==> src/verilog/stop_pkg.sv <==
// shared constants, register map and carriers for the stop-mode controller
package stop_pkg;
    // register byte addresses
    localparam logic [3:0] CTRL_ADDR    = 4'h0;
    localparam logic [3:0] STATUS_ADDR  = 4'h4;
    // control register fields
    localparam int CTRL_DBG_EN   = 0;
    localparam int CTRL_STOP_EN  = 1;
    localparam int CTRL_PPD_SEL  = 2;
    localparam int CTRL_LVD_EN   = 3;
    localparam int CTRL_LVD_SE   = 4;
    localparam int CTRL_CLK_RUN  = 5;
    localparam int CTRL_ADC_ASY  = 6;
    localparam int CTRL_RTI_EN   = 7;
    localparam int CTRL_PPD_ACK  = 8;
    localparam logic [7:0] CTRL_RESET = 8'h00;
    // status register fields
    localparam int STAT_PPD_FLAG = 0;
    localparam int STAT_MODE_LSB = 1;
    localparam int STAT_DBG_ACT  = 3;
    localparam int STAT_PINLATCH = 4;
    // debug command codes
    localparam logic [7:0] CMD_HALT     = 8'h90;
    localparam logic [7:0] CMD_RD_STAT  = 8'hE0;
    localparam logic [7:0] CMD_WR_STAT  = 8'hC0;
    localparam logic [7:0] CMD_RD_CTRL  = 8'hE4;
    // debug answer status codes
    localparam logic [1:0] RESP_OK      = 2'h0;
    localparam logic [1:0] RESP_STOPPED = 2'h1;
    localparam logic [1:0] RESP_REJECT  = 2'h2;
    // cycles between clock restore and cpu release
    localparam logic [1:0] WAKE_CYCLES  = 2'h2;

    typedef enum logic [1:0] {
        MODE_RUN,
        MODE_RETAIN,
        MODE_DEEP,
        MODE_DEBUG
    } pmode_e;

    typedef struct packed {
        logic debug_entry_enable;
        logic stop_enable_option;
        logic partial_powerdown_select;
        logic low_voltage_detect_enable;
        logic low_voltage_detect_stop_enable;
        logic clk_run_in_stop;
        logic adc_async_clk;
        logic rti_enable;
    } ctrl_s;

    typedef struct packed {
        logic       valid;
        logic [7:0] code;
    } dbg_cmd_s;

    typedef struct packed {
        logic       valid;
        logic [1:0] status;
        logic       memory_access;
    } dbg_resp_s;

    typedef struct packed {
        logic debug_clk_en;
        logic periph_clk_en;
        logic regulator_full;
        logic clk_source_on;
        logic adc_on;
        logic rti_on;
        logic cpu_standby;
        logic pin_latch;
    } pwr_ctl_s;
endpackage : stop_pkg

==> src/verilog/stop_regs.sv <==
// wishbone register slave for stop-mode control and status
`timescale 1ns/10ps
module stop_regs
(
    // clock and reset
    input  wire logic            clk_i,
    input  wire logic            rst_i,
    // wishbone slave
    input  wire logic            wb_cyc_i,
    input  wire logic            wb_stb_i,
    input  wire logic            wb_we_i,
    input  wire logic [3:0]      wb_adr_i,
    input  wire logic [3:0]      wb_sel_i,
    input  wire logic [31:0]     wb_dat_i,
    output logic      [31:0]     wb_dat_o,
    output logic                 wb_ack_o,
    // block side
    input  wire logic [7:0]      status_i,
    output stop_pkg::ctrl_s      ctrl_o,
    output logic                 ppd_ack_o
);
    logic [7:0]  ctrl_r;
    logic [7:0]  ctrl_nxt;
    logic        ack_r;
    logic        ack_nxt;
    logic [31:0] dat_r;
    logic [31:0] dat_nxt;
    logic        ack_pulse_r;
    logic        ack_pulse_nxt;
    logic        req;

    assign req = wb_cyc_i && wb_stb_i && !ack_r;

    always_comb
    begin
        ctrl_nxt      = ctrl_r;
        ack_nxt       = req;
        dat_nxt       = dat_r;
        ack_pulse_nxt = 1'b0;
        if (req && wb_we_i && wb_adr_i == stop_pkg::CTRL_ADDR)
        begin
            if (wb_sel_i[0])
                ctrl_nxt = wb_dat_i[7:0];
            // acknowledge is write-one, never stored
            if (wb_sel_i[1])
                ack_pulse_nxt = wb_dat_i[stop_pkg::CTRL_PPD_ACK];
        end
        if (req && !wb_we_i)
        begin
            case (wb_adr_i)
                stop_pkg::CTRL_ADDR:   dat_nxt = {24'h000000, ctrl_r};
                stop_pkg::STATUS_ADDR: dat_nxt = {24'h000000, status_i};
                default:               dat_nxt = 32'h00000000;
            endcase
        end
    end

    always_ff @(posedge clk_i)
    begin
        if (rst_i)
        begin
            ctrl_r      <= stop_pkg::CTRL_RESET;
            ack_r       <= 1'b0;
            dat_r       <= 32'h00000000;
            ack_pulse_r <= 1'b0;
        end
        else
        begin
            ctrl_r      <= ctrl_nxt;
            ack_r       <= ack_nxt;
            dat_r       <= dat_nxt;
            ack_pulse_r <= ack_pulse_nxt;
        end
    end

    assign wb_ack_o  = ack_r;
    assign wb_dat_o  = dat_r;
    // fields are picked by their register bit, not by the carrier's layout
    always_comb
    begin
        ctrl_o.debug_entry_enable = ctrl_r[stop_pkg::CTRL_DBG_EN];
        ctrl_o.stop_enable_option = ctrl_r[stop_pkg::CTRL_STOP_EN];
        ctrl_o.partial_powerdown_select = ctrl_r[stop_pkg::CTRL_PPD_SEL];
        ctrl_o.low_voltage_detect_enable = ctrl_r[stop_pkg::CTRL_LVD_EN];
        ctrl_o.low_voltage_detect_stop_enable = ctrl_r[stop_pkg::CTRL_LVD_SE];
        ctrl_o.clk_run_in_stop = ctrl_r[stop_pkg::CTRL_CLK_RUN];
        ctrl_o.adc_async_clk = ctrl_r[stop_pkg::CTRL_ADC_ASY];
        ctrl_o.rti_enable = ctrl_r[stop_pkg::CTRL_RTI_EN];
    end
    assign ppd_ack_o = ack_pulse_r;
endmodule : stop_regs

==> src/verilog/dbg_gate.sv <==
// filters debug link commands by power mode
`timescale 1ns/10ps
module dbg_gate
(
    // mode
    input  wire logic              stopped_i,
    // command in and out
    input  stop_pkg::dbg_cmd_s     cmd_i,
    output stop_pkg::dbg_resp_s    resp_o,
    output logic                   halt_o
);
    function automatic logic is_status_cmd(input logic [7:0] code);
        is_status_cmd = (code == stop_pkg::CMD_RD_STAT) ||
                        (code == stop_pkg::CMD_WR_STAT);
    endfunction : is_status_cmd

    always_comb
    begin
        resp_o.valid         = cmd_i.valid;
        resp_o.status        = stop_pkg::RESP_OK;
        resp_o.memory_access = cmd_i.valid;
        halt_o               = cmd_i.valid &&
                               cmd_i.code == stop_pkg::CMD_HALT;
        if (stopped_i && cmd_i.valid)
        begin
            resp_o.memory_access = 1'b0;
            if (is_status_cmd(cmd_i.code))
                resp_o.status = stop_pkg::RESP_STOPPED;
            else if (cmd_i.code != stop_pkg::CMD_HALT)
                resp_o.status = stop_pkg::RESP_REJECT;
        end
    end
endmodule : dbg_gate

==> src/verilog/stop_power_ctl.sv <==
// stop-mode power controller top level
//
// Decided for this implementation: the placing of the registers and the Wishbone interface to the registers.
`timescale 1ns/10ps
module stop_power_ctl
(
    // clock and reset
    input  wire logic            clk_i,
    input  wire logic            rst_i,
    // wishbone slave
    input  wire logic            wb_cyc_i,
    input  wire logic            wb_stb_i,
    input  wire logic            wb_we_i,
    input  wire logic [3:0]      wb_adr_i,
    input  wire logic [3:0]      wb_sel_i,
    input  wire logic [31:0]     wb_dat_i,
    output logic      [31:0]     wb_dat_o,
    output logic                 wb_ack_o,
    // cpu core
    input  wire logic            stop_req_i,
    input  wire logic            bgnd_req_i,
    input  wire logic            wake_irq_i,
    input  wire logic            wake_deep_i,
    input  wire logic            debug_go_i,
    output logic                 cpu_run_o,
    output logic                 illegal_rst_o,
    output logic                 por_restart_o,
    // debug link
    input  stop_pkg::dbg_cmd_s   dbg_cmd_i,
    output stop_pkg::dbg_resp_s  dbg_resp_o,
    output logic                 dbg_active_o,
    // power controls
    output stop_pkg::pwr_ctl_s   pwr_o
);
    stop_pkg::ctrl_s   ctrl;
    logic              ppd_ack;
    logic              halt_cmd;
    logic              stopped;
    logic [7:0]        status;

    stop_pkg::pmode_e  mode_r, mode_nxt;
    logic              dbg_stop_r, dbg_stop_nxt;
    logic              lvd_stop_r, lvd_stop_nxt;
    logic              ppd_flag_r, ppd_flag_nxt;
    logic              pin_latch_r, pin_latch_nxt;
    logic [1:0]        wake_cnt_r, wake_cnt_nxt;
    logic              illegal_r, illegal_nxt;
    logic              por_r, por_nxt;
    stop_pkg::pwr_ctl_s pwr_r, pwr_nxt;
    logic              lvd_in_stop;

    stop_regs u_regs
    (
        .clk_i     (clk_i),
        .rst_i     (rst_i),
        .wb_cyc_i  (wb_cyc_i),
        .wb_stb_i  (wb_stb_i),
        .wb_we_i   (wb_we_i),
        .wb_adr_i  (wb_adr_i),
        .wb_sel_i  (wb_sel_i),
        .wb_dat_i  (wb_dat_i),
        .wb_dat_o  (wb_dat_o),
        .wb_ack_o  (wb_ack_o),
        .status_i  (status),
        .ctrl_o    (ctrl),
        .ppd_ack_o (ppd_ack)
    );

    assign stopped = (mode_r == stop_pkg::MODE_RETAIN);

    dbg_gate u_gate
    (
        .stopped_i (stopped),
        .cmd_i     (dbg_cmd_i),
        .resp_o    (dbg_resp_o),
        .halt_o    (halt_cmd)
    );

    assign lvd_in_stop = ctrl.low_voltage_detect_enable &&
                         ctrl.low_voltage_detect_stop_enable;

    always_comb
    begin
        status = 8'h00;
        status[stop_pkg::STAT_PPD_FLAG] = ppd_flag_r;
        status[stop_pkg::STAT_MODE_LSB +: 2] = mode_r;
        status[stop_pkg::STAT_DBG_ACT] = (mode_r == stop_pkg::MODE_DEBUG);
        status[stop_pkg::STAT_PINLATCH] = pin_latch_r;
    end

    // mode sequencing
    always_comb
    begin
        mode_nxt      = mode_r;
        dbg_stop_nxt  = dbg_stop_r;
        lvd_stop_nxt  = lvd_stop_r;
        ppd_flag_nxt  = ppd_flag_r;
        pin_latch_nxt = pin_latch_r;
        wake_cnt_nxt  = wake_cnt_r;
        illegal_nxt   = 1'b0;
        por_nxt       = 1'b0;
        case (mode_r)
            stop_pkg::MODE_RUN:
            begin
                if (wake_cnt_r != 2'h0)
                    wake_cnt_nxt = wake_cnt_r - 2'h1;
                else if ((bgnd_req_i || halt_cmd) && ctrl.debug_entry_enable)
                    mode_nxt = stop_pkg::MODE_DEBUG;
                else if (stop_req_i)
                begin
                    if (!ctrl.stop_enable_option)
                        illegal_nxt = 1'b1;
                    // choice frozen at the stop instruction
                    else if (ctrl.partial_powerdown_select &&
                             !ctrl.debug_entry_enable && !lvd_in_stop)
                    begin
                        mode_nxt      = stop_pkg::MODE_DEEP;
                        pin_latch_nxt = 1'b1;
                    end
                    else
                    begin
                        mode_nxt     = stop_pkg::MODE_RETAIN;
                        dbg_stop_nxt = ctrl.debug_entry_enable;
                        lvd_stop_nxt = lvd_in_stop;
                    end
                end
            end
            stop_pkg::MODE_RETAIN:
            begin
                if (halt_cmd && dbg_stop_r)
                begin
                    mode_nxt     = stop_pkg::MODE_DEBUG;
                    wake_cnt_nxt = stop_pkg::WAKE_CYCLES;
                end
                else if (wake_irq_i)
                begin
                    mode_nxt     = stop_pkg::MODE_RUN;
                    wake_cnt_nxt = stop_pkg::WAKE_CYCLES;
                end
            end
            stop_pkg::MODE_DEEP:
            begin
                if (wake_deep_i)
                begin
                    mode_nxt     = stop_pkg::MODE_RUN;
                    ppd_flag_nxt = 1'b1;
                    por_nxt      = 1'b1;
                end
            end
            stop_pkg::MODE_DEBUG:
            begin
                if (wake_cnt_r != 2'h0)
                    wake_cnt_nxt = wake_cnt_r - 2'h1;
                else if (debug_go_i)
                    mode_nxt = stop_pkg::MODE_RUN;
            end
            default:
                mode_nxt = stop_pkg::MODE_RUN;
        endcase
        // the wake event that sets the flag wins over an acknowledge
        if (ppd_ack && !(mode_r == stop_pkg::MODE_DEEP && wake_deep_i))
        begin
            ppd_flag_nxt  = 1'b0;
            pin_latch_nxt = 1'b0;
        end
    end

    // power control outputs
    always_comb
    begin
        pwr_nxt = '0;
        pwr_nxt.pin_latch = pin_latch_nxt;
        case (mode_nxt)
            stop_pkg::MODE_RETAIN:
            begin
                pwr_nxt.periph_clk_en  = 1'b0;
                pwr_nxt.cpu_standby    = 1'b1;
                pwr_nxt.debug_clk_en   = dbg_stop_nxt;
                pwr_nxt.regulator_full = dbg_stop_nxt || lvd_stop_nxt;
                pwr_nxt.clk_source_on  = dbg_stop_nxt ||
                                         ctrl.clk_run_in_stop;
                pwr_nxt.adc_on         = ctrl.adc_async_clk &&
                                         lvd_stop_nxt;
                pwr_nxt.rti_on         = ctrl.rti_enable;
                pwr_nxt.pin_latch      = 1'b1;
            end
            stop_pkg::MODE_DEEP:
            begin
                pwr_nxt.periph_clk_en = 1'b0;
                pwr_nxt.cpu_standby   = 1'b1;
                pwr_nxt.rti_on        = ctrl.rti_enable;
                pwr_nxt.pin_latch     = 1'b1;
            end
            default:
            begin
                pwr_nxt.periph_clk_en  = 1'b1;
                pwr_nxt.debug_clk_en   = 1'b1;
                pwr_nxt.regulator_full = 1'b1;
                pwr_nxt.clk_source_on  = 1'b1;
                pwr_nxt.adc_on         = 1'b1;
                pwr_nxt.rti_on         = ctrl.rti_enable;
            end
        endcase
    end

    always_ff @(posedge clk_i)
    begin
        if (rst_i)
        begin
            mode_r      <= stop_pkg::MODE_RUN;
            dbg_stop_r  <= 1'b0;
            lvd_stop_r  <= 1'b0;
            ppd_flag_r  <= 1'b0;
            pin_latch_r <= 1'b0;
            wake_cnt_r  <= 2'h0;
            illegal_r   <= 1'b0;
            por_r       <= 1'b0;
            pwr_r       <= '0;
        end
        else
        begin
            mode_r      <= mode_nxt;
            dbg_stop_r  <= dbg_stop_nxt;
            lvd_stop_r  <= lvd_stop_nxt;
            ppd_flag_r  <= ppd_flag_nxt;
            pin_latch_r <= pin_latch_nxt;
            wake_cnt_r  <= wake_cnt_nxt;
            illegal_r   <= illegal_nxt;
            por_r       <= por_nxt;
            pwr_r       <= pwr_nxt;
        end
    end

    assign pwr_o         = pwr_r;
    assign illegal_rst_o = illegal_r;
    assign por_restart_o = por_r;
    assign dbg_active_o  = (mode_r == stop_pkg::MODE_DEBUG);
    assign cpu_run_o     = (mode_r == stop_pkg::MODE_RUN) &&
                           (wake_cnt_r == 2'h0);
endmodule : stop_power_ctl

==> config.mk <==
export PLATFORM = sky130hd
export DESIGN_NAME = stop_power_ctl
export DESIGN_NICKNAME = d
export VERILOG_FILES = /design/src/verilog/stop_pkg.sv /design/src/verilog/stop_regs.sv /design/src/verilog/dbg_gate.sv /design/src/verilog/stop_power_ctl.sv
export SDC_FILE = /design/constraint.sdc
export NUM_CORES = 1
export LEC_CHECK = 0
export ABC_AREA = 1
export BUFFER_PORTS_ARGS = -buffer_cell sky130_fd_sc_hd__buf_2
export CORE_ASPECT_RATIO = 1.2
export CORE_MARGIN = 1
export CORE_UTILIZATION = 35
export CTS_CLUSTER_DIAMETER = 40
export DETAILED_ROUTE_END_ITERATION = 12
export SLEW_MARGIN = 15
export SYNTH_ARGS = -nofsm -noshare
export SYNTH_HDL_FRONTEND = slang
export SYNTH_HIERARCHICAL = 1
export SYNTH_SLANG_ARGS = --single-unit
==> constraint.sdc <==
create_clock -name clk_i -period 2.3 [get_ports clk_i]
set_clock_uncertainty 0.2 [all_clocks]
set_input_delay 0 -clock clk_i [delete_from_list [all_inputs] [get_ports clk_i]]
set_output_delay 0 -clock clk_i [all_outputs]
set_load 0.01 [all_outputs]
; After elaboration in Yosys (flattened, before gate mapping)
; Cells that the tools add are included.
[classes]
add_sub_neg = 1
eq_ne = 12
muxes = 44
n_bitwise = 5
reduce_logical = 39
[op_table]
columns = op, n
row1 = 2-bit two-way mux, 16
row2 = 8-bit equality test (second input constant), 3
row3 = 1-bit two-way mux, 22
row4 = 1-bit logical AND, 16
row5 = 8-bit one-hot mux with 2 select lines, 1
row6 = 8-bit inequality test (second input constant), 1
row7 = 2-bit one-hot mux with 4 select lines, 1
row8 = 2-bit OR reduction, 4
row9 = 2-bit equality test (second input constant), 3
row10 = 3-bit one-hot mux with 2 select lines, 1
row11 = 1-bit zero test, 5
row12 = 1-bit NOT, 5
row13 = 5-bit OR reduction, 1
row14 = 2-bit by 1-bit equality test with 1-bit output (second input constant), 2
row15 = 4-bit by 3-bit equality test with 1-bit output (second input constant), 1
row16 = 2-bit zero test, 2
row17 = 4-bit zero test, 1
row18 = 1-bit logical OR, 4
row19 = 2-bit one-hot mux with 2 select lines, 1
row20 = 2-bit AND reduction, 2
row21 = 2-bit nonzero test, 2
row22 = 3-bit two-way mux, 1
row23 = 3-bit inequality test (second input constant), 1
row24 = 3-bit AND reduction, 1
row25 = other kinds (4), 4
[totals]
register_bits = 60
inputBits = 59
output_inout_bits = 49

; Logic depth before layout (Yosys ltp)
[logic_depth]
word_depth = 12
ltp_mapped = 16
depth_no_buf = 16

; Hierarchy
; Netlist, hierarchy kept.
[by_module_without_submodules]
columns = module, n_inst, cells_each, area_each_um2, seq_area_each_um2
row1 = stop_regs, 1, 157, 1092.3, 360.3
row2 = stop_power_ctl, 1, 129, 937.1, 360.3
row3 = dbg_gate, 1, 19, 85.1, 0.0

; Worst setup path after synthesis
; Ideal clock, no wire load.
[synth_timing]
path_kind = flip-flop to flip-flop
startpoint = reg mode_r[0]
endpoint = reg pwr_r, in the netlist pwr_o[3]
setup_time_ns = 0.074
t_arrival_ns = 1.605
t_required_ns = 2.026
slack_ns = 0.420
stages_incl_launch_ff = 13
n_path_buf = 0
cell_sequence = dfxtp_1 inv_1 ha_1 nand3_1 nand3_1 nand2_1 nand2_2 inv_1 ha_1 inv_1 nor2_1 nand2_1 o21ai_0
[synth_via]
elab_cells_between_ends = 19
[synth_rtl]
columns = item, line_no
row1 = start: declaration, stop_power_ctl.sv:41  ; stop_pkg::pmode_e mode_r, mode_nxt;
row2 = start signal: assignment, stop_power_ctl.sv:210  ; mode_r <= stop_pkg::MODE_RUN;
row3 = start signal: assignment, stop_power_ctl.sv:222  ; mode_r <= mode_nxt;
row4 = "2-bit equality test, or another cell as far along", stop_power_ctl.sv:102  ; case (mode_r)
row5 = 2-bit one-hot mux with 4 select lines *, stop_power_ctl.sv:102
row6 = net mode_nxt[1], stop_power_ctl.sv:41
row7 = 2-bit equality test / 2-bit by 1-bit equality test with 1-bit output (equally long branches), stop_power_ctl.sv:173  ; case (mode_nxt)
row8 = 3-bit one-hot mux with 2 select lines *, stop_power_ctl.sv:173
row9 = end signal: assignment, stop_power_ctl.sv:230  ; pwr_r <= pwr_nxt;
row10 = end: declaration, stop_power_ctl.sv:49  ; stop_pkg::pwr_ctl_s pwr_r, pwr_nxt;
; The timed path passes the listed nets; every way through them passes the cells marked *.
; A chain may end at the register's enable or synchronous reset.

; Worst setup path after layout
[layout_timing]
startpoint = in wb_adr_i[1]
endpoint = reg u_regs.ctrl_r[2]
[layout_via]
elab_chain_cells = 3
[layout_lines]
columns = item, line_no
row1 = start: declaration, stop_power_ctl.sv:14  ; input wire logic [3:0] wb_adr_i,
row2 = 4-bit zero test, stop_regs.sv:40  ; if (req && wb_we_i && wb_adr_i == stop_pkg::CTRL_ADDR)
row3 = 1-bit logical AND, stop_regs.sv:40
row4 = 2-bit AND reduction (no line), n/a
row5 = end signal: assignment, stop_regs.sv:62  ; ctrl_r <= stop_pkg::CTRL_RESET;
row6 = end signal: assignment, stop_regs.sv:69  ; ctrl_r <= ctrl_nxt;
row7 = end: declaration, stop_regs.sv:22  ; logic [7:0] ctrl_r;
; No other way between the ends.

==> flow_summary.toml <==
[timing]
slew_headroom = 0.608
fin_tns_setup_ns = 0
finalCritPeriodShare = 0.936
finalHoldWorstSlack_ns = 0.0160
slew_violations = 0
worst_pin_slew_ns = 0.587
hold_viol = 0
setup_violations = 0
post-route-min-period_ns = 2.15
rsz0062_at_grt = "no"
timing.fmax_ghz = 0.465

[clock_tree]
cts_tree = "built"
htreeDepth = 2
cts.path.max_buffers = 2
path_clk_slew_ns = 0.07
clk_latency_ns = 0.29
cts_buffers = 5
cts_sinks = 36
clockRootBuffer = "clkbuf_8"
post_cts.repair.setup_buffers = 0

[synth]
synth_edf_count = 0
postSynthCellCount = 305
synthFlopType = "dfxtp_1"
synth_seq_cells = 36
yosysMostFrequentCell = "nor2_1"
netlist_top_cells_count = "55 x nor2_1, 46 x nand2_1, 43 x inv_1"
seq_area_frac_synth = 0.341
async_flop_share = 0
ys_types = 30
yosysWarnings = 6
yosys.area.top_type = "dfxtp_1"
syn_avg_cell_area_um2 = 6.93
syn_area_um2 = 2110
synth.area.top_cells = "dfxtp_1 34%, nor2_1 9.8%, buf_4 9.2%"
yosys.area.top_type_share = 0.341

[global_route]
grt_pass1_wl_um = 7720
grt_max_degree = 18
track_usage = 0.157
grt-ovfl-total = 0
grt_pass1_vias = 1871
antenna_found_initial = 0

[critical_path]
ff2ff_setup_slack_ns = 0.22
r2r_cells = 13
setup.worst_path.end = "u_regs/ctrl_r[2]$_SDFFE_PP0P_"
crit_path_start_kind = "input pin"
critPathCaptureType = "register"
worstSetupPathType = "input pin to register"
timing.rr.start = "wake_cnt_r[0]$_SDFFE_PP0P_"
crit_start = "wb_adr_i[1]"
crit_arrival_ns = 2.14
worstReg2RegEnd = "pwr_o[3]$_SDFF_PP0_"
crit_fanout = 16
required_ns = 2.29

[worst_hold_path]
hp-class = "input pin to primary output"

[run_status]
outcome = "finished, final reports clean"

[route]
drtAntennaViolNets = 0
drt_iter0_drc = 50
wirelength_um = 4750
dr.pass1.iters = 4
via_per_inst = 4.25
drc = 0
wl_per_cell_um = 9.83
vias = 2054

[place]
dp_hpwl_um = 3470
dpl_cell_area_um2 = 2390
place.gp.congestion = 0.795
port_buffers = 58

[floorplan]
pin_count = 108
rows = 30
die_y_um = 87.1
die_w_um = 73.0
fp.dieArea_um2 = 6360
start_util = 0.368
core_um2 = 5740

[power]
leakage_nw = 1.37
total_power_mw = 2.31
powerDensity_nw_per_um2 = 809
ir_drop_uv = 450

[final_layout]
nFillCells = 616
nNetsFinal = 469
area_delta_synth_final_pct = 35.1
drive_gt1_frac = 0.216
fin_area_um2 = 2860
antenna_cells = 0

[run]
maxCapViolCount = 0
## worst min path at each step
stage                             from                    endpoint  slack, ns  depth (start not counted)
after global routing      dbg_cmd_i[8]               dbg_resp_o[3]       0.03                          2
after floorplan                  rst_i  u_regs/wb_ack_o$_SDFF_PP0_      -0.13                          1
after CTS                 dbg_cmd_i[8]               dbg_resp_o[3]       0.02                          2
after detailed placement  dbg_cmd_i[8]               dbg_resp_o[3]       0.02                          2
after global placement    dbg_cmd_i[8]               dbg_resp_o[3]       0.01                          2
final                     dbg_cmd_i[8]               dbg_resp_o[3]       0.02                          2
## routing by layer
layer | vias up | GRT usage | share of wire
met1 | 901 | 0.173 | 0.43
met3 | 6 | 0.0313 | 0.046
met2 | 54 | 0.296 | 0.51
met4 | 0 | 0.0553 | 0.013
li1 | 1093 | - | -
met5 | - | 0 | 0
## repair_timing
action,4_1_cts,5_1_grt
hold buffers,35,0
setup endpoints to repair,0,1
resized for setup,0,2
hold endpoints to repair,31,0
## cells in the final DEF, fill, tap and decap left out, types with 3 or more instances in the layout
master	netlist	layout
nand2_2	3	3
dfxtp_1	36	36
nand3_1	25	25
nor2_2	3	3
ha_1	8	7
clkbuf_8	0	5
dlygate4sd3_1	0	35
nor2_4	4	4
o21ai_0	12	11
buf_4	26	3
o21ai_1	4	5
a21oi_1	16	16
o211ai_1	3	3
buf_2	0	58
nor2_1	55	55
inv_1	43	43
nor3_1	3	3
conb_1	2	27
nand2_1	46	46
## state kept, by name (all words and copies together) (netlist names), 2 cells and up
signal and count:
pwr_o 8, mode_r 2, u_regs/ctrl_r 8, wake_cnt_r 2, u_regs/wb_dat_o 8
## critical path, stage by stage
cell and delay [ns]:
dlygate4sd3_1 0.54, buf_2 0.14, nor2_4 0.24, nand2_4 0.08, nor2_4 0.31, nand3_1 0.12
dlygate4sd3_1 0.59, nand2_1 0.07, nor2_1 0.05
## cells by family (layout without fill, tap and decap cells)
logic type	count (synthesis)	after routing	synth area share
compound gates	37	37	0.0976
flops	36	36	0.341
other cells	2	27	0.00355
buf+inv	75	148	0.186
fa+ha+maj	8	8	0.0473
simple gates	147	147	0.324
## where the power goes
group	internal, mW	total, mW	switching, mW
clock	0.321	0.553	0.233
sequential	0.734	0.770	0.0361
combinational	0.393	0.988	0.594
total	1.45	2.31	0.863
## layout make-up
cell class,instances,area (um2),share of cell area
clock buffers,5,68.8,0.0241
clock inverters,3,42.5,0.0149
inverters,44,165,0.0578
multi-input cells,219,1100,0.384
flip-flops and latches,36,721,0.252
well taps,80,100,0.0350
repair buffers,96,663,0.232
## stage by stage
step                instances  utilization  setup slack, ns
floorplan                 330            -            0.420
global placement          440        0.417            0.204
detailed placement        440        0.417            0.157
CTS                       483        0.497            0.149
global route              483        0.497           0.0123
finish                    483        0.497            0.147
Note: power is estimated with default switching activity, not from simulation.
